### src/uhm_pkg.sv
// Purpose: Shared constants for the host-mode command register pair.
// Assumes: One 50 MHz clock; command codes travel on an 8-bit bus.
// Notes:   Both ends take their codes from here, the register end also its fields and timing; the interface sets its own widths.
package uhm_pkg;
  // Command codes: bit 7 set marks a write.
  localparam logic [7:0] UHM_RD_MODE   = 8'h01;
  localparam logic [7:0] UHM_WR_MODE   = 8'h81;
  localparam logic [7:0] UHM_RD_CMDST  = 8'h02;
  localparam logic [7:0] UHM_WR_CMDST  = 8'h82;
  localparam int         UHM_WR_BIT    = 7;
  // Field positions in the operating-mode register.
  localparam int         UHM_RWE_BIT   = 10;
  localparam int         UHM_RWC_BIT   = 9;
  localparam int         UHM_FS_HI     = 7;
  localparam int         UHM_FS_LO     = 6;
  // Field positions in the command and status register.
  localparam int         UHM_RST_BIT   = 0;
  localparam int         UHM_OVC_HI    = 17;
  localparam int         UHM_OVC_LO    = 16;
  localparam logic [31:0] UHM_ZERO32   = 32'h0000_0000;
  localparam logic [1:0]  UHM_OVC_INIT = 2'h0;
  localparam logic [1:0]  UHM_OVC_ONE  = 2'h1;
  // Functional state encodings.
  typedef enum logic [1:0] {
    UHM_FS_RESET  = 2'h0,
    UHM_FS_RESUME = 2'h1,
    UHM_FS_OPER   = 2'h2,
    UHM_FS_SUSP   = 2'h3
  } uhm_fs_t;
  // Timing: frame start delay after entering operational.
  localparam int UHM_CLK_MHZ    = 50;
  localparam int UHM_SOF_DLY_US = 1000;
  localparam int UHM_SOF_CYC    = UHM_SOF_DLY_US * UHM_CLK_MHZ;
  // Software reset completes well inside its 10 us budget.
  localparam int UHM_SRST_US    = 10;
  localparam int UHM_SRST_CYC   = 4;
endpackage

### src/uhm_bus_if.sv
// Purpose: Command-code parallel bus between driver and register pair.
// Assumes: Single clock; one request per strobe.
// Notes:   Read data returns with rd_valid one cycle after the strobe.
`timescale 1ns/1ns
`default_nettype none
interface uhm_bus_if;
  logic        req;
  logic [7:0]  code;
  logic [31:0] wdata;
  logic [31:0] rdata;
  logic        rd_valid;
  modport dev (input req, code, wdata, output rdata, rd_valid);
  modport drv (output req, code, wdata, input rdata, rd_valid);
endinterface
`default_nettype wire

### src/uhm_delay_cnt.sv
// Purpose: One-shot down counter that pulses when a delay has run out.
// Assumes: Restart wins over a running count.
// Notes:   Used for the frame start delay.
`timescale 1ns/1ns
`default_nettype none
module uhm_delay_cnt #(
  parameter int CYCLES = uhm_pkg::UHM_SOF_CYC
) (
  input  wire logic mclk_i,
  input  wire logic rst_b_i,
  input  wire logic start_i,
  input  wire logic abort_i,
  output logic      done_o
);
  localparam int W = $clog2(CYCLES + 1);
  localparam logic [W-1:0] LOAD = W'(CYCLES);
  localparam logic [W-1:0] ONE  = W'(1);
  logic [W-1:0] cnt_q;
  logic         run_q;
  wire          last = run_q && (cnt_q == ONE);

  // Count down while running; done pulses on the final cycle.
  always_ff @(posedge mclk_i) begin
    if (!rst_b_i || abort_i) begin
      run_q  <= 1'b0;
      cnt_q  <= '0;
      done_o <= 1'b0;
    end else if (start_i) begin
      run_q  <= 1'b1;
      cnt_q  <= LOAD;
      done_o <= 1'b0;
    end else begin
      done_o <= last;
      if (last) begin
        run_q <= 1'b0;
      end
      if (run_q) begin
        cnt_q <= cnt_q - ONE;
      end
    end
  end
endmodule
`default_nettype wire

### src/uhm_dev.sv
// Purpose: Operating-mode and command/status registers of the controller.
// Assumes: Bus strobes are synchronous; events are one-cycle pulses.
// Notes:   Reads have no side effects; command bits are write-to-set.
`timescale 1ns/1ns
`default_nettype none
// Function
// - Enable plus resume seen signals remote wake
// - Wake enable never gates any interrupt
// - Hardware reset clears connected, software keeps
// - Firmware sets connected bit during self test
// - Only driver changes the wake enable
// - State codes; frame start 1 ms after operational
// - Hardware changes state only from suspend
// - Suspend moves to resume on port resume
// - Any reset puts state into reset
// - Hardware reset alone resets hub and ports
// - Command writes set ones, keep zeros
// - Command reads return bits without side effects
// - Overrun when periodic list misses frame end
// - Each overrun bumps counter and flags status
// - Mode register read 01, written 81
// - Command register read 02, written 82
// - Two-bit counter at 17:16 wraps freely
// - Driver keeps reserved bits, writes zero sets
module uhm_dev #(
  parameter int SOF_CYCLES = uhm_pkg::UHM_SOF_CYC
) (
  input  wire logic mclk_i,
  input  wire logic rst_b_i,
  uhm_bus_if.dev    bus,
  input  wire logic port_resume_i,
  input  wire logic frame_end_i,
  input  wire logic periodic_done_i,
  input  wire logic resume_seen_i,
  output logic      remote_wake_o,
  output logic      sof_run_o,
  output logic      overrun_flag_set_o,
  output logic      hub_reset_o,
  output logic      soft_reset_o,
  output logic      frame_start_flag_set_o
);
  ////////////////////////////////////////////////////////////////////////
  // Register state.
  logic        rwe_q;
  logic        rwc_q;
  logic [1:0]  fs_q;
  logic [1:0]  fs_d;
  logic [1:0]  ovc_q;
  logic        hcr_q;
  logic [2:0]  srst_cnt_q;
  logic        hard_rst_q;

  ////////////////////////////////////////////////////////////////////////
  // Decode of command codes.
  // A strobe with an unknown code matches nothing and is dropped, so the
  // driver can never disturb a register that it did not name.
  function automatic logic code_hit(input logic       req,
                                    input logic [7:0] code,
                                    input logic [7:0] want);
    return req && (code == want);
  endfunction
  // Each register has its own read code and its own write code.
  wire wr_mode  = code_hit(bus.req, bus.code,
                           uhm_pkg::UHM_WR_MODE);
  wire rd_mode  = code_hit(bus.req, bus.code,
                           uhm_pkg::UHM_RD_MODE);
  wire wr_cmdst = code_hit(bus.req, bus.code,
                           uhm_pkg::UHM_WR_CMDST);
  wire rd_cmdst = code_hit(bus.req, bus.code,
                           uhm_pkg::UHM_RD_CMDST);
  // A one written to the reset bit starts a software reset.
  wire sw_rst_go  = wr_cmdst && bus.wdata[uhm_pkg::UHM_RST_BIT];
  wire sw_rst_end = hcr_q &&
                    (srst_cnt_q == 3'(uhm_pkg::UHM_SRST_CYC));
  // Overrun: frame ended with the periodic list still running.
  wire overrun    = frame_end_i && !periodic_done_i;
  wire [1:0] wr_fs = bus.wdata[uhm_pkg::UHM_FS_HI:uhm_pkg::UHM_FS_LO];
  wire enter_oper = (fs_d == uhm_pkg::UHM_FS_OPER) &&
                    (fs_q != uhm_pkg::UHM_FS_OPER);
  wire leave_oper = (fs_d != uhm_pkg::UHM_FS_OPER);
  logic sof_done;

  // Read data images; reserved bits read as zero.
  // Reserved positions are tied low here, yet the driver must still keep
  // them on its own writes, since later versions may give them a meaning.
  logic [31:0] mode_img;
  logic [31:0] cmdst_img;
  always_comb begin
    mode_img = uhm_pkg::UHM_ZERO32;
    mode_img[uhm_pkg::UHM_RWE_BIT] = rwe_q;
    mode_img[uhm_pkg::UHM_RWC_BIT] = rwc_q;
    mode_img[uhm_pkg::UHM_FS_HI:uhm_pkg::UHM_FS_LO] = fs_q;
    cmdst_img = uhm_pkg::UHM_ZERO32;
    cmdst_img[uhm_pkg::UHM_OVC_HI:uhm_pkg::UHM_OVC_LO] = ovc_q;
    cmdst_img[uhm_pkg::UHM_RST_BIT] = hcr_q;
  end

  // Next functional state: resets first, then software, then hardware.
  // Software write wins over a same-cycle resume so the driver is obeyed.
  // Hardware moves the state only out of suspend; every other change
  // comes from a write or from a reset.
  always_comb begin
    fs_d = fs_q;
    if (sw_rst_go || sw_rst_end) begin
      fs_d = uhm_pkg::UHM_FS_RESET;
    end else if (wr_mode) begin
      fs_d = wr_fs;
    end else if (fs_q == uhm_pkg::UHM_FS_SUSP && port_resume_i) begin
      fs_d = uhm_pkg::UHM_FS_RESUME;
    end
  end

  ////////////////////////////////////////////////////////////////////////
  // Operating-mode register.
  always_ff @(posedge mclk_i) begin
    if (!rst_b_i) begin
      rwe_q <= 1'b0;
      rwc_q <= 1'b0;
      fs_q  <= uhm_pkg::UHM_FS_RESET;
    end else begin
      fs_q <= fs_d;
      if (wr_mode) begin
        rwe_q <= bus.wdata[uhm_pkg::UHM_RWE_BIT];
        rwc_q <= bus.wdata[uhm_pkg::UHM_RWC_BIT];
      end
      if (sw_rst_go) begin
        rwe_q <= 1'b0;   // Connected bit survives software reset.
      end
    end
  end

  // Command register: reset bit set by write, cleared when reset is done.
  // The reset lasts a fixed handful of cycles, far inside the time the
  // driver must wait, and the bit reads back as one until it is over.
  always_ff @(posedge mclk_i) begin
    if (!rst_b_i) begin
      hcr_q      <= 1'b0;
      srst_cnt_q <= '0;
      ovc_q      <= uhm_pkg::UHM_OVC_INIT;
    end else begin
      if (sw_rst_go) begin
        hcr_q      <= 1'b1;
        srst_cnt_q <= '0;
      end else if (sw_rst_end) begin
        hcr_q <= 1'b0;
      end else if (hcr_q) begin
        srst_cnt_q <= srst_cnt_q + 3'h1;
      end
      if (overrun) begin
        ovc_q <= ovc_q + uhm_pkg::UHM_OVC_ONE;
      end
    end
  end

  // Read port: a registered copy, so reads never disturb state.
  always_ff @(posedge mclk_i) begin
    if (!rst_b_i) begin
      bus.rdata    <= uhm_pkg::UHM_ZERO32;
      bus.rd_valid <= 1'b0;
    end else begin
      bus.rd_valid <= rd_mode || rd_cmdst;
      bus.rdata    <= rd_mode  ? mode_img :
                      rd_cmdst ? cmdst_img : uhm_pkg::UHM_ZERO32;
    end
  end

  ////////////////////////////////////////////////////////////////////////
  // Frame start delay after entering operational.
  // Any change that leaves operational aborts the count, so a quick leave
  // and re-enter always waits the full delay again.
  uhm_delay_cnt #(
    .CYCLES(SOF_CYCLES)
  ) u_sof_dly (
    .mclk_i (mclk_i),
    .rst_b_i(rst_b_i),
    .start_i(enter_oper),
    .abort_i(leave_oper),
    .done_o (sof_done)
  );

  // Outputs, all registered. Wake ignores any interrupt enable.
  // Wake is a plain AND of the enable and the resume flag; it has no path
  // into interrupt logic, so the enable can never gate an interrupt.
  always_ff @(posedge mclk_i) begin
    if (!rst_b_i) begin
      remote_wake_o          <= 1'b0;
      sof_run_o              <= 1'b0;
      overrun_flag_set_o     <= 1'b0;
      hard_rst_q             <= 1'b1;
      hub_reset_o            <= 1'b1;
      soft_reset_o           <= 1'b0;
      frame_start_flag_set_o <= 1'b0;
    end else begin
      remote_wake_o      <= rwe_q && resume_seen_i;
      overrun_flag_set_o <= overrun;
      if (leave_oper) begin
        sof_run_o <= 1'b0;
      end else if (sof_done) begin
        sof_run_o <= 1'b1;
      end
      frame_start_flag_set_o <= sof_done && !leave_oper;
      // The hub and its ports stay in reset one edge past a hardware
      // reset, so that even a one-cycle reset pulse still reaches them.
      hard_rst_q   <= 1'b0;
      hub_reset_o  <= hard_rst_q;  // Software reset never drives it.
      soft_reset_o <= hcr_q;
    end
  end
endmodule
`default_nettype wire

### src/flat_wrapper.sv
// flat-port wrapper written by rule: the top's interface ports become plain ports
module uhm_dev_flat 
#(
  parameter int SOF_CYCLES = uhm_pkg::UHM_SOF_CYC
)
  (mclk_i, rst_b_i, port_resume_i, frame_end_i, periodic_done_i, resume_seen_i, remote_wake_o, sof_run_o, overrun_flag_set_o, hub_reset_o, soft_reset_o, frame_start_flag_set_o, bus_req, bus_code, bus_wdata, bus_rdata, bus_rd_valid);
  uhm_bus_if bus_i ();
  input  wire logic mclk_i;
  input  wire logic rst_b_i;
  input  wire logic port_resume_i;
  input  wire logic frame_end_i;
  input  wire logic periodic_done_i;
  input  wire logic resume_seen_i;
  output logic remote_wake_o;
  output logic sof_run_o;
  output logic overrun_flag_set_o;
  output logic hub_reset_o;
  output logic soft_reset_o;
  output logic frame_start_flag_set_o;
  input wire logic [$bits(bus_i.req)-1:0] bus_req;
  input wire logic [$bits(bus_i.code)-1:0] bus_code;
  input wire logic [$bits(bus_i.wdata)-1:0] bus_wdata;
  output wire logic [$bits(bus_i.rdata)-1:0] bus_rdata;
  output wire logic [$bits(bus_i.rd_valid)-1:0] bus_rd_valid;
  assign bus_i.req = bus_req;
  assign bus_i.code = bus_code;
  assign bus_i.wdata = bus_wdata;
  assign bus_rdata = bus_i.rdata;
  assign bus_rd_valid = bus_i.rd_valid;
  uhm_dev #(.SOF_CYCLES(SOF_CYCLES)) u_core (.mclk_i(mclk_i), .rst_b_i(rst_b_i), .bus(bus_i), .port_resume_i(port_resume_i), .frame_end_i(frame_end_i), .periodic_done_i(periodic_done_i), .resume_seen_i(resume_seen_i), .remote_wake_o(remote_wake_o), .sof_run_o(sof_run_o), .overrun_flag_set_o(overrun_flag_set_o), .hub_reset_o(hub_reset_o), .soft_reset_o(soft_reset_o), .frame_start_flag_set_o(frame_start_flag_set_o));
endmodule
### config.mk
export PLATFORM = sky130hd
export DESIGN_NAME = uhm_dev_flat
export DESIGN_NICKNAME = d
export VERILOG_FILES = /design/src/uhm_pkg.sv /design/src/uhm_bus_if.sv /design/src/uhm_delay_cnt.sv /design/src/uhm_dev.sv /design/src/flat_wrapper.sv
export SDC_FILE = /design/constraint.sdc
export NUM_CORES = 1
export LEC_CHECK = 0
export ABC_AREA = 1
export BUFFER_PORTS_ARGS = -buffer_cell sky130_fd_sc_hd__buf_2
export CAP_MARGIN = 30
export CORE_MARGIN = 2
export CORE_UTILIZATION = 43
export DETAILED_ROUTE_END_ITERATION = 7
export PLACE_DENSITY = 0.86
export SLEW_MARGIN = 20
export SYNTH_ARGS = -nofsm -noshare
export SYNTH_HDL_FRONTEND = slang
export SYNTH_SLANG_ARGS = --single-unit
### constraint.sdc
create_clock -name mclk_i -period 1.5 [get_ports mclk_i]
set_input_delay 0.15 -clock mclk_i [delete_from_list [all_inputs] [get_ports mclk_i]]
set_output_delay 0.15 -clock mclk_i [all_outputs]
set_load 0.01 [all_outputs]
Word level (Yosys, flattened, before mapping)

Cells that the tools add are included.

Flip-flop bits (word level): 68
Input port bits: 47
Output and inout port bits: 39
Word-level logic and storage cells: 76

$add $sub $neg: 3
Eq/ne operators: 10
Muxes and demuxes: 12
Bitwise operators: 3
Reduce and logical (&&, ||, !) cells: 27

Operators with widths:

| cell                                                | number |
|---|---|
| two-way mux 16 bit                                  | 2 |
| == test 16 x 1 -> 1 bit (second input constant)     | 1 |
| == test 8 bit (second input constant)               | 2 |
| subtractor 16 x 1 -> 16 bit (second input constant) | 1 |
| logical AND 1 bit                                   | 12 |
| two-way mux 11 bit                                  | 1 |
| == test 8 x 1 -> 1 bit (second input constant)      | 1 |
| == test 8 x 2 -> 1 bit (second input constant)      | 1 |
| OR reduction 2 bit                                  | 4 |
| two-way mux 1 bit                                   | 6 |
| two-way mux 2 bit                                   | 3 |
| nonzero test 2 bit                                  | 3 |
| == test 2 bit (second input constant)               | 2 |
| inequality test 2 bit (second input constant)       | 2 |
| adder 3 x 1 -> 3 bit (second input constant)        | 1 |
| == test 3 bit (second input constant)               | 1 |
| zero test 1 bit                                     | 3 |
| logical OR 1 bit                                    | 3 |
| inverter 1 bit                                      | 3 |
| OR reduction 3 bit                                  | 1 |
| adder 2 x 1 -> 2 bit (second input constant)        | 1 |
| AND reduction 2 bit                                 | 1 |

Depth between registers and ports, before layout

Gate-level depths: netlist of the first run.

Depth after elaboration: 8
Depth in mapped cells: 11
Mapped depth without buffers: 11

Hierarchy

From an unflattened synthesis of the first run, not the netlist that was laid out.

Cell total of the unflattened synthesis: 289
Area, all modules: 2103.3 µm²

By module, submodules not included:

| module        | instances | cells each | area each (µm²) | sequential area each (µm²) |
|---|---|---|---|---|
| uhm_dev       | 1         | 149        | 1137.3          | 500.5 |
| uhm_delay_cnt | 1         | 140        | 965.9           | 360.3 |

Least setup slack after synthesis of the first run

No wires, ideal clock.

Kind: reg2reg
Start point: reg u_core.srst_cnt_q[0]
End point: reg u_core.u_sof_dly.done_o
Library setup time: 0.063 ns
Arrival: 1.302 ns
Data required time: 1.437 ns
Setup slack: 0.136 ns
Cell stages (with the launch flop): 9
Path buffers: 1
Period minus slack after synthesis: 1.364 ns
Cells stage by stage: dfxtp_1 > inv_1 > ha_1 > nand3_1 > inv_1 > nor3_2 > nand4_2 > buf_6 > nor2_2

Cells in the longest elaborated chain, start to end: 7
Elaborated cells on any way between the ends: 9
Classes of those cells: 3 x eq/ne; 1 x mux; 5 x reduce/logical

RTL lines:

| item                                                          | RTL line                           | text |
|---|---|---|
| start: declaration                                            | uhm_dev.sv:50                      | `logic [2:0] srst_cnt_q;` |
| start signal: assignment                                      | uhm_dev.sv:147                     | `srst_cnt_q <= srst_cnt_q + 3'h1;` |
| == test 3 bit *                                               | uhm_dev.sv:74                      | `(srst_cnt_q == 3'(uhm_pkg::UHM_SRST_CYC));` |
| logical AND 1 bit *                                           | uhm_dev.sv:73                      | `wire sw_rst_end = hcr_q &&` |
| logical OR 1 bit *                                            | uhm_dev.sv:104                     | `if (sw_rst_go \|\| sw_rst_end) begin` |
| two-way mux 2 bit *                                           | uhm_dev.sv:104                     |  |
| inequality test 2 bit / == test 2 bit (equally long branches) | uhm_dev.sv:80, uhm_dev.sv:78       |  |
| logical OR 1 bit / logical AND 1 bit (equally long branches)  | uhm_delay_cnt.sv:24, uhm_dev.sv:78 |  |
| OR reduction 2 bit (no line) *                                | -                                  |  |
| end signal: assignment                                        | uhm_delay_cnt.sv:33                | `done_o <= last;` |
| end: declaration                                              | uhm_delay_cnt.sv:13                | `output logic done_o` |

Every way passes the cells marked *; elsewhere a longest branch is shown, timed or not.
A chain may end at the register's enable or synchronous reset.

Worst setup path in the final report of the first run

Start point: reg u_core.srst_cnt_q[1]
End point: reg u_core.u_sof_dly.cnt_q[10]

Cells in the longest elaborated chain, start to end: 7
Elaborated cells on any way between the ends: 9
Classes of those cells: 3 x eq/ne; 1 x mux; 5 x reduce/logical

RTL lines:

| item                                                          | RTL line                           | text |
|---|---|---|
| == test 3 bit *                                               | uhm_dev.sv:74                      |  |
| logical AND 1 bit *                                           | uhm_dev.sv:73                      |  |
| logical OR 1 bit *                                            | uhm_dev.sv:104                     |  |
| two-way mux 2 bit *                                           | uhm_dev.sv:104                     |  |
| inequality test 2 bit / == test 2 bit (equally long branches) | uhm_dev.sv:80, uhm_dev.sv:78       |  |
| logical OR 1 bit / logical AND 1 bit (equally long branches)  | uhm_delay_cnt.sv:24, uhm_dev.sv:78 |  |
| OR reduction 2 bit (no line) *                                | -                                  |  |
| end signal: assignment                                        | uhm_delay_cnt.sv:38                | `cnt_q <= cnt_q - ONE;` |
| end: declaration                                              | uhm_delay_cnt.sv:18                | `logic [W-1:0] cnt_q;` |

Marked as above.

==> results of run 1 <==
[layout by cell type (no fill, tap or decap), types with 2 or more instances in the layout]
cell and instances:
nand2_1 41, inv_1 40, dfxtp_1 39, nor2_1 33, buf_2 33, conb_1 25
a21oi_1 14, nor2_2 13, buf_4 13, nand3_1 12, inv_2 6, nor2_4 6
xor2_1 6, nand2_2 5, o21ai_0 5, clkbuf_8 5, xnor2_1 3, nand3b_1 3
dfxtp_2 3, nand3_4 2, nand3_2 2, a21oi_2 2, nor3_1 2, nand4_1 2
ha_4 2, ha_1 2, clkinvlp_4 2
[where the power goes]
group          internal [mW]  leakage (nW)  switching [mW]  total [mW]
clock                  0.333        0.0408           0.441       0.774
sequential              1.15         0.350         0.00277        1.15
combinational         0.0358         0.773          0.0729       0.109
[what timing repair did]
item                       in CTS  in global routing
hold buffers                    0                  0
pin swaps                       3                 10
buffers inserted                2                  7
gates cloned                    2                  0
gates resized for setup        14                 22
setup endpoints to repair      20                 20
[metrics by stage]
stage,std cells,setup WS (ns)
global placement,383,0.0270
finish,402,0.0580
global route,402,-0.0320
floorplan,303,0.136
CTS,395,0.0110
detailed placement,383,-0.0864
[layer usage]
metal  up-vias  wire length (um)  GRT usage (%)
met5         -                 0              0
met4         0                76           7.68
met3        11               253           3.29
met2        66              2470           31.4
met1       846              1830           20.5
li1        913                 -              -
[path summary, 6_finish.rpt]
path	startpoint	to
min	resume_seen_i	u_core.remote_wake_o
min reg2reg	u_core.hard_rst_q	u_core.hub_reset_o
max reg2reg	u_core.srst_cnt_q[1]	u_core.u_sof_dly.cnt_q[10]
max	u_core.srst_cnt_q[1]	u_core.u_sof_dly.cnt_q[10]
[sequential cells by signal, indices dropped and copies added, names as in the netlist]
| register | count |
|---|---|
| u_core.rwc_q | 1 |
| u_core.bus.rdata | 7 |
| u_core.sof_run_o | 1 |
| u_core.soft_reset_o | 1 |
| u_core.u_sof_dly.cnt_q | 16 |
| u_core.ovc_q | 2 |
| u_core.u_sof_dly.done_o | 1 |
| u_core.srst_cnt_q | 3 |
| u_core.hard_rst_q | 1 |
| u_core.u_sof_dly.run_q | 1 |
| u_core.remote_wake_o | 1 |
| u_core.hcr_q | 1 |
| u_core.hub_reset_o | 1 |
| u_core.overrun_flag_set_o | 1 |
| u_core.rwe_q | 1 |
| u_core.frame_start_flag_set_o | 1 |
| u_core.bus.rd_valid | 1 |
| u_core.fs_q | 2 |
[area by class of cell]
type	instances	area, sq um
fill	415	2110
multi-input combinational	188	1070
sequential	43	868
timing repair buffer	49	317
inverter	47	179
tap	67	83.8
clock buffer	5	68.8
clock inverter	3	23.8
[worst max-delay path, cell delays in order (launching register included)]
cell and delay [ns]:
dfxtp_2 0.35, inv_2 0.05, ha_4 0.16, nand3_4 0.08, inv_2 0.05, nor3_4 0.24
nand4_4 0.18, buf_8 0.19, nor2_4 0.09
[cell families (layout without fill, tap and decap cells)]
kind of cell             after synthesis  in the layout  synth area share, %
other                                  1             25                0.179
buffers and inverters                 73            104                 17.9
AND/OR/NAND/NOR                      127            128                 29.4
flip-flops                            43             43                 41.0
AO/OA/AOI/OAI                         21             21                 5.00
XOR/XNOR                              10             10                 4.17
adder cells (fa/ha/maj)                4              4                 2.38
[synthesized netlist by cell type, drive strengths merged]
cell / number / share of area, %
a21oi: 16 / 3.8
and3: 1 / 0.30
buf: 26 / 9.5
conb: 1 / 0.18
dfxtp: 43 / 41
ha: 4 / 2.4
inv: 47 / 8.4
nand2: 47 / 8.8
nand3: 15 / 4.0
nand3b: 3 / 1.1
nand4: 3 / 1.2
nor2: 52 / 12
nor3: 3 / 0.95
nor3b: 1 / 0.36
nor4: 1 / 0.30
o21ai: 5 / 1.2
or2: 1 / 0.30
xnor2: 3 / 1.3
xor2: 7 / 2.9
==> reports/qor.yml, run 1 <==
timing.final.crit_share_pct: 96.1
drtPass1Iterations: 4
post-route-drc-count: 0
tritoncts: "built"
hold_violations: 0
synth_area_sq_um: 2100
required_ns: 1.74
synth-seq-cells: 43
ios: 86
die_y_um: 73.9
setup_tns_ns: 0
clock.fmax_ghz: 0.693
grt_pass1_wl_um: 7380
hold_slack_ns: 0.0706
via_per_inst: 4.57
final_antenna_net_count: 0
vias: 1836
hold_depth: 3
outcome: "completed"
fin_worst_skew_ns: 0.0111
insertion_delay_ns: 0.31
yosysSeqAreaShare_pct: 41.0
drive_above_1_share_pct: 31.3
antenna_found_initial: 0
dpl_cell_area_sq_um: 2290
cap_viol_max_count: 0
yosys.cell_types.count: 27
hold_class: "input pin to flop"
powerDensity_nw_per_um2: 778
start_util_pct: 44.5
ir_drop_uv: 782
total_leakage_power_nw: 1.16
r2r_cells: 8
diodes: 0
hpwl_um: 3190
drtIter0Drc: 119
htree_levels: 2
track_usage_pct: 17.7
coreArea_sq_um: 4720
numCtsBuffers: 5
grt_pass1_vias: 1678
syn_avg_cell_area_sq_um: 7.53
post_drt_wl_per_cell_um: 11.5
post-route-cell-area_sq_um: 2610
final_nets: 385
port_buffers: 33
clock_path_buffers: 2
reg2reg_setup_slack_ns: 0.06
power.total_mw: 2.03
gp_congestion: 0.884
wl_um: 4630
syn_inst: 279
rows: 25
arrival_ns: 1.69
dieArea_sq_um: 5460
grt_max_degree: 16
utilization_pct: 55.3
syn_to_final_growth_pct: 24.2
cts.sinks: 43
crit_fanout: 6
crit_path_end_kind: "flop"
criticalPathCategory: "flop to flop"
clk_pin_slew_ns: 0.09
worstSetupStartpointType: "flop"
setup_viol: 0
layout_min_cycle_time_ns: 1.44
die_x_um: 73.9
ys.warnings.count: 0
slew_viol_final: 0
cts-root-buf: "clkbuf_8"
grt.overflow.total: 0
No activity file was read; power rests on OpenSTA's default activity.
==> inputs of run 2 (changes only) <==
==> constraint.sdc (replaced) <==
create_clock -name mclk_i -period 1.5 [get_ports mclk_i]
set_input_delay 0.075 -clock mclk_i [delete_from_list [all_inputs] [get_ports mclk_i]]
set_output_delay 0.075 -clock mclk_i [all_outputs]
set_load 0.01 [all_outputs]
==> run 2 against run 1 <==
  * Count of clock-buffer cells in the layout did not move
  * Register-to-register slack hardly changed
  * Largest cell class unchanged
  * Critical path type unchanged
  * Non-clock buffer count fell by 5
  * Critical endpoint unchanged
  * Combinational power is essentially flat
  * Die area stayed put
==> reports/qor.yml, run 2 (synthesized netlist as in run 1, its figures left out) <==
outcome: "completed"
diodes: 0  # unchanged
clk_pin_slew_ns: 0.10  # about the same
ff_latch_area_sq_um: 865  # -0.43%
total_leakage_power_nw: 1.15  # -0.94%
max_stage_delay_ns: 0.35  # about the same
setup_viol: 0  # unchanged
hpwl_um: 2910  # -8.9%
r2r-end: "u_core.u_sof_dly.cnt_q[10]"
htree_levels: 2  # unchanged
post-route-drc-count: 0  # unchanged
r2r_cells: 9  # +1
hold_slack_ns: 0.0295  # -0.0410 ns
grt_pass1_vias: 1599  # -4.7%
worstSetupStartpointType: "flop"
track_usage_pct: 15.4  # -2.2 points
die_x_um: 73.9  # unchanged
slowest_stage: "dfxtp_2"
crit_chain: "inv_2, ha_4, nand2_2, nor2_4, nand2_4, nor2_4, nand2_2, xor2_2, nor2_4"
tritoncts: "built"
reg_top3: "u_core.u_sof_dly.cnt_q (16), u_core.bus.rdata (7), u_core.srst_cnt_q (3)"
slew_viol_final: 0  # unchanged
dieArea_sq_um: 5460  # unchanged
cp_top_family: "simple AND/OR/NAND/NOR gates"
clock.fmax_ghz: 0.693  # about the same
grt_setup_unrepaired: "yes"
grt_max_degree: 17  # +1
drtPass1Iterations: 4  # unchanged
reg2reg_setup_slack_ns: 0.06  # about the same
rows: 25  # unchanged
arrival_ns: 1.63  # -0.06 ns
nFillCells: 398  # -4.1%
multi_input_comb_area_sq_um: 1100  # +3.2%
largest_register_ffs: 16  # unchanged
die_y_um: 73.9  # unchanged
utilization_pct: 55.0  # -0.24 points
coreArea_sq_um: 4720  # unchanged
placed_cells: 381  # -0.52%
via_per_inst: 4.35  # -4.7%
vias: 1728  # -5.9%
gp_congestion: 0.889  # +0.54%
grt.overflow.total: 0  # unchanged
post_drt_wl_per_cell_um: 10.8  # -6.3%
cap_viol_max_count: 0  # unchanged
cp_num_cells: 9  # +1
clock_path_buffers: 2  # unchanged
intPower_mw: 1.52  # +0.68%
rr_startpoint: "u_core.u_sof_dly.cnt_q[0]"
ios: 86  # unchanged
grt_pass1_wl_um: 6600  # -11%
final_nets: 380  # -1.3%
ir_drop_uv: 484  # -38%
final_antenna_net_count: 0  # unchanged
drive_above_1_share_pct: 29.7  # -1.6 points
powerDensity_nw_per_um2: 785  # +0.94%
hold_violations: 0  # unchanged
required_ns: 1.69  # -0.05 ns
start_util_pct: 44.5  # unchanged
cp-startpoint: "u_core.u_sof_dly.cnt_q[0]"
power_frac_seq_pct: 56.3  # -0.2 points
drtIter0Drc: 96  # -19%
cp_num_buf_inv: 1  # -2
port_buffers: 33  # unchanged
comb_power_share_pct: 5.2  # -0.2 points
cts-root-buf: "clkbuf_8"
antenna_found_initial: 0  # unchanged
layout_min_cycle_time_ns: 1.44  # +0.000847 ns
criticalPathCategory: "flop to flop"
pwr-share-clk_pct: 38.5  # +0.4 points
final_cells: 397  # -1.2%
crit_path_end: "u_core.u_sof_dly.cnt_q[10]"
syn_to_final_growth_pct: 23.7
numCtsBuffers: 5  # unchanged
fin_worst_skew_ns: 0.0167  # +0.00564 ns
timing.final.crit_share_pct: 96.2  # about the same
crit_fanout: 4  # -2
crit_path_end_kind: "flop"
largest_register: "u_core.u_sof_dly.cnt_q"
cts.sinks: 43  # unchanged
hold_class: "input pin to flop"
netSwitchingPower_uw: 516  # about the same
insertion_delay_ns: 0.30  # about the same
wl_um: 4280  # -7.4%
cp_common_cell: "nor2_4"
p_sw_share_pct: 25.3  # -0.13 points
layout_common_cells: "inv_1 (41), nand2_1 (41), dfxtp_1 (40), buf_2 (33), nor2_1 (32)"
-- run 2: cell count changes in the layout (fill, tap and decap cells not counted), sizes merged --
cell	change
buf	-7
inv	+1
clkinvlp	-2
clkbuf	+1
dlygate4sd3	+1
clkinv	+1
-- run 2: cell type report --
type	count	area share (%)
clock buffer	5	2.65
clock inverter	3	1.01
multi-input combinational	188	42.5
sequential	43	33.3
timing repair buffer	44	10.6
inverter	47	6.79
tap	67	3.23
-- run 2: per-stage QoR --
step | setup slack, ns | TNS [ns] | cell area (sq um) | power (mW)
global placement | 0.0274 | 0 | 2270 | 1.27
global route | -0.0372 | -0.258 | 2600 | 2.12
CTS | -0.0142 | -0.0159 | 2390 | 2.05
detailed placement | -0.0483 | -0.357 | 2270 | 1.28
floorplan | 0.136 | 0 | 2190 | 1.29
finish | 0.0572 | 0 | 2600 | 2.04
-- run 2: worst min-delay path by stage --
stage	from	to	slack [ns]	cells after the start
after global placement	resume_seen_i	u_core.remote_wake_o	0.30	3
final	rst_b_i	u_core.soft_reset_o	0.03	3
after CTS	rst_b_i	u_core.soft_reset_o	0.02	3
after global routing	rst_b_i	u_core.soft_reset_o	0.05	3
after floorplan	rst_b_i	u_core.soft_reset_o	0.17	2
after detailed placement	resume_seen_i	u_core.remote_wake_o	0.31	3
-- run 2: worst min-delay path: cells and delay by family --
family | cells | cell delay [ns]
simple gates | 1 | 0.06
buf+inv | 2 | 0.17
-- run 2: power groups by stage --
stage	Sequential, mW	Clock [mW]	Combinational, mW
after global routing	1.15	0.844	0.122
after floorplan	1.18	0	0.110
after detailed placement	1.18	0	0.0993
final	1.15	0.786	0.106
after CTS	1.15	0.796	0.103
after global placement	1.18	0	0.0971
-- run 2: layer usage --
| layer | up-vias | track usage, % | part of all wire [%] |
|---|---|---|---|
| met5 | - | 0 | 0 |
| met1 | 787 | 18.5 | 45 |
| met3 | 4 | 3.84 | 3.0 |
| met4 | 0 | 5.05 | 1.2 |
| met2 | 39 | 26.8 | 51 |
| li1 | 898 | - | - |
-- run 2: what timing repair did --
item                                    CTS  global route
buffers inserted                          0             5
endpoints found under the setup margin   18            20
endpoints found under the hold margin     1             0
pin swaps                                 2             8
hold buffers                              1             0
resized for setup                         3            35
cloned                                    1             1
==> inputs of run 3 (changes only) <==
Settings changed: SETUP_SLACK_MARGIN set to 0.15.
==> run 3 against run 2 <==
  * Critical path depth up 2
  * Cell count increased by 1.3%
  * Register-to-register slack gained 0.04 ns
  * Total power rose by 6.2%
  * Clock power up 16%
  * Worst setup slack improved by 0.037 ns
  * Non-clock buffer count grew 5
  * Cell area up 3.2%
  * Count of clock-buffer cells in the layout is the same
  * Wire length is 11% higher
  * Hold slack worse by 0.0018 ns
  * Global-route usage is 2.4 points higher
  * Largest cell class unchanged
  * Largest power group unchanged
  * Highest routed layer unchanged
==> reports/qor.yml, run 3 (synthesized netlist as in run 1, its figures left out) <==
cts-root-buf: "clkbuf_8"
setup_tns_ns: 0  # unchanged
antenna_found_initial: 0  # unchanged
diodes: 0  # unchanged
reg_top3: "u_core.u_sof_dly.cnt_q (16), u_core.bus.rdata (7), u_core.srst_cnt_q (3)"
min_to: "u_core.soft_reset_o"
drtPass1Iterations: 4  # unchanged
post_drt_wl_per_cell_um: 11.8  # +9.2%
dpl_cell_area_sq_um: 2270  # -0.17%
fin_ws_ns: 0.0939  # +0.0367 ns
hold_violations: 0  # unchanged
layout_common_cells: "inv_1 (41), nand2_1 (41), dfxtp_1 (38), buf_2 (33), nor2_1 (31)"
power.total_mw: 2.17  # +6.2%
power_frac_seq_pct: 53.0  # -3.3 points
syn_to_final_growth_pct: 27.7
slowest_stage: "dfxtp_2"
track_usage_pct: 17.9  # +2.4 points
grt_pass1_wl_um: 7330  # +11%
worstSetupStartpointType: "flop"
die_y_um: 73.9  # unchanged
tritoncts: "built"
rr_startpoint: "u_core.u_sof_dly.cnt_q[0]"
powerDensity_nw_per_um2: 808  # +2.9%
htree_levels: 2  # unchanged
cp_top_family: "simple AND/OR/NAND/NOR gates"
grt_setup_unrepaired: "yes"
largest_register_ffs: 16  # unchanged
post-route-drc-count: 0  # unchanged
hold_depth: 3  # unchanged
timing.final.crit_share_pct: 93.7  # -2.4 points
comb_power_share_pct: 5.1  # about the same
fin_worst_skew_ns: 0.00844  # -0.00831 ns
dieArea_sq_um: 5460  # unchanged
grt_max_degree: 15  # -2
arrival_ns: 1.61  # -0.02 ns
r2r-end: "u_core.u_sof_dly.cnt_q[14]"
crit_path_end_kind: "flop"
gp_congestion: 0.844  # -5.1%
vias: 1808  # +4.6%
via_per_inst: 4.50  # +3.3%
intPower_mw: 1.68  # +10%
slew_viol_final: 0  # unchanged
largest_register: "u_core.u_sof_dly.cnt_q"
cts.sinks: 43  # unchanged
required_ns: 1.70  # about the same
setup_viol: 0  # unchanged
cp_common_cell: "nand2_1"
ir_drop_uv: 872  # +80%
numCtsBuffers: 5  # unchanged
cap_viol_max_count: 0  # unchanged
coreArea_sq_um: 4720  # unchanged
clk_pin_slew_ns: 0.09  # about the same
p_sw_share_pct: 22.5  # -2.8 points
placed_cells: 379  # -0.52%
drive_above_1_share_pct: 33.7  # +4.0 points
multi_input_comb_area_sq_um: 1140  # +3.4%
final_nets: 385  # +1.3%
layout_min_cycle_time_ns: 1.41  # -0.0367 ns
cp_num_buf_inv: 2  # +1
crit_fanout: 4  # unchanged
netSwitchingPower_uw: 488  # -5.5%
grt_pass1_vias: 1694  # +5.9%
max_stage_delay_ns: 0.35  # about the same
min_from: "rst_b_i"
final_antenna_net_count: 0  # unchanged
clock.fmax_ghz: 0.711  # +2.6%
total_leakage_power_nw: 1.19  # +3.6%
ff_latch_area_sq_um: 867  # +0.29%
r2r_cells: 11  # +2
grt.overflow.total: 0  # unchanged
hpwl_um: 3000  # +3.1%
start_util_pct: 44.5  # unchanged
place_ws_ns: -0.00765  # +0.0406 ns
die_x_um: 73.9  # unchanged
pwr-share-clk_pct: 41.9  # +3.4 points
reg2reg_setup_slack_ns: 0.09  # +0.04 ns
hold_class: "input pin to flop"
insertion_delay_ns: 0.30  # about the same
cp-startpoint: "u_core.u_sof_dly.cnt_q[0]"
outcome: "completed"
ios: 86  # unchanged
clock_path_buffers: 2  # unchanged
wl_um: 4740  # +11%
final_cells: 402  # +1.3%
criticalPathCategory: "flop to flop"
drtIter0Drc: 101  # +5.2%
port_buffers: 33  # unchanged
nFillCells: 405  # +1.8%
rows: 25  # unchanged
post-route-cell-area_sq_um: 2680  # +3.2%
crit_chain: "inv_4, ha_4, nand2_4, nor2_4, nand2_4, nor2_4, nand2_1, nand2_1, nand2_1, inv_1, a21oi_2"
[run 3: changes by cell type in the layout (fill, tap and decap cells not counted), sizes merged]
cell / change
bufinv: +1
clkinv: +1
clkbuf: -1
buf: +6
inv: -2
[run 3: routing by layer]
layer / track usage, % / part of all wire [%] / vias up
met5: 0 / 0 / -
met4: 8.08 / 3.3 / 0
met3: 4.39 / 3.3 / 15
met2: 32.9 / 55 / 42
met1: 18.9 / 38 / 836
li1: - / - / 915
[run 3: layout make-up]
type / instances / share of cell area, %
repair buffers: 49 / 11.1
clock inverters: 3 / 1.63
clock buffers: 5 / 2.57
multi-input cells: 188 / 42.5
well taps: 67 / 3.13
inverters: 47 / 6.67
flip-flops and latches: 43 / 32.3
[run 3: worst min-delay path, delay by kind of cell]
kind / cells / cell delay, ns
buf+inv: 2 / 0.16
simple gates: 1 / 0.06
[run 3: worst max-delay path by stage]
stage                     slack (ns)                         end  depth (start not counted)
after floorplan                 0.16     u_core.u_sof_dly.done_o                          8
after global placement          0.06  u_core.u_sof_dly.cnt_q[12]                          8
after detailed placement      -0.008   u_core.u_sof_dly.cnt_q[9]                          7
after CTS                       0.13   u_core.u_sof_dly.cnt_q[8]                          9
after global routing            0.05  u_core.u_sof_dly.cnt_q[14]                         11
final                           0.09  u_core.u_sof_dly.cnt_q[14]                         11
[run 3: repair_timing]
item	in CTS	in global routing
gates resized for setup	25	22
pin swaps	10	16
gates cloned	1	0
hold endpoints to repair	1	0
setup buffers	9	4
hold buffers	1	0
setup endpoints to repair	20	22
[run 3: metrics by stage]
stage | util [%] | hold slack, ns
global placement | 48.0 | 0.293
CTS | 54.1 | 0.0220
detailed placement | 48.0 | 0.301
global route | 56.8 | 0.0501
floorplan | - | 0.173
finish | 56.8 | 0.0277
[run 3: power by group through the flow]
stage	Clock [mW]	Sequential (mW)	Combinational [mW]
after global placement	0	1.18	0.0987
after floorplan	0	1.18	0.111
after CTS	0.925	1.15	0.108
after global routing	0.981	1.15	0.126
after detailed placement	0	1.18	0.101
final	0.908	1.15	0.110
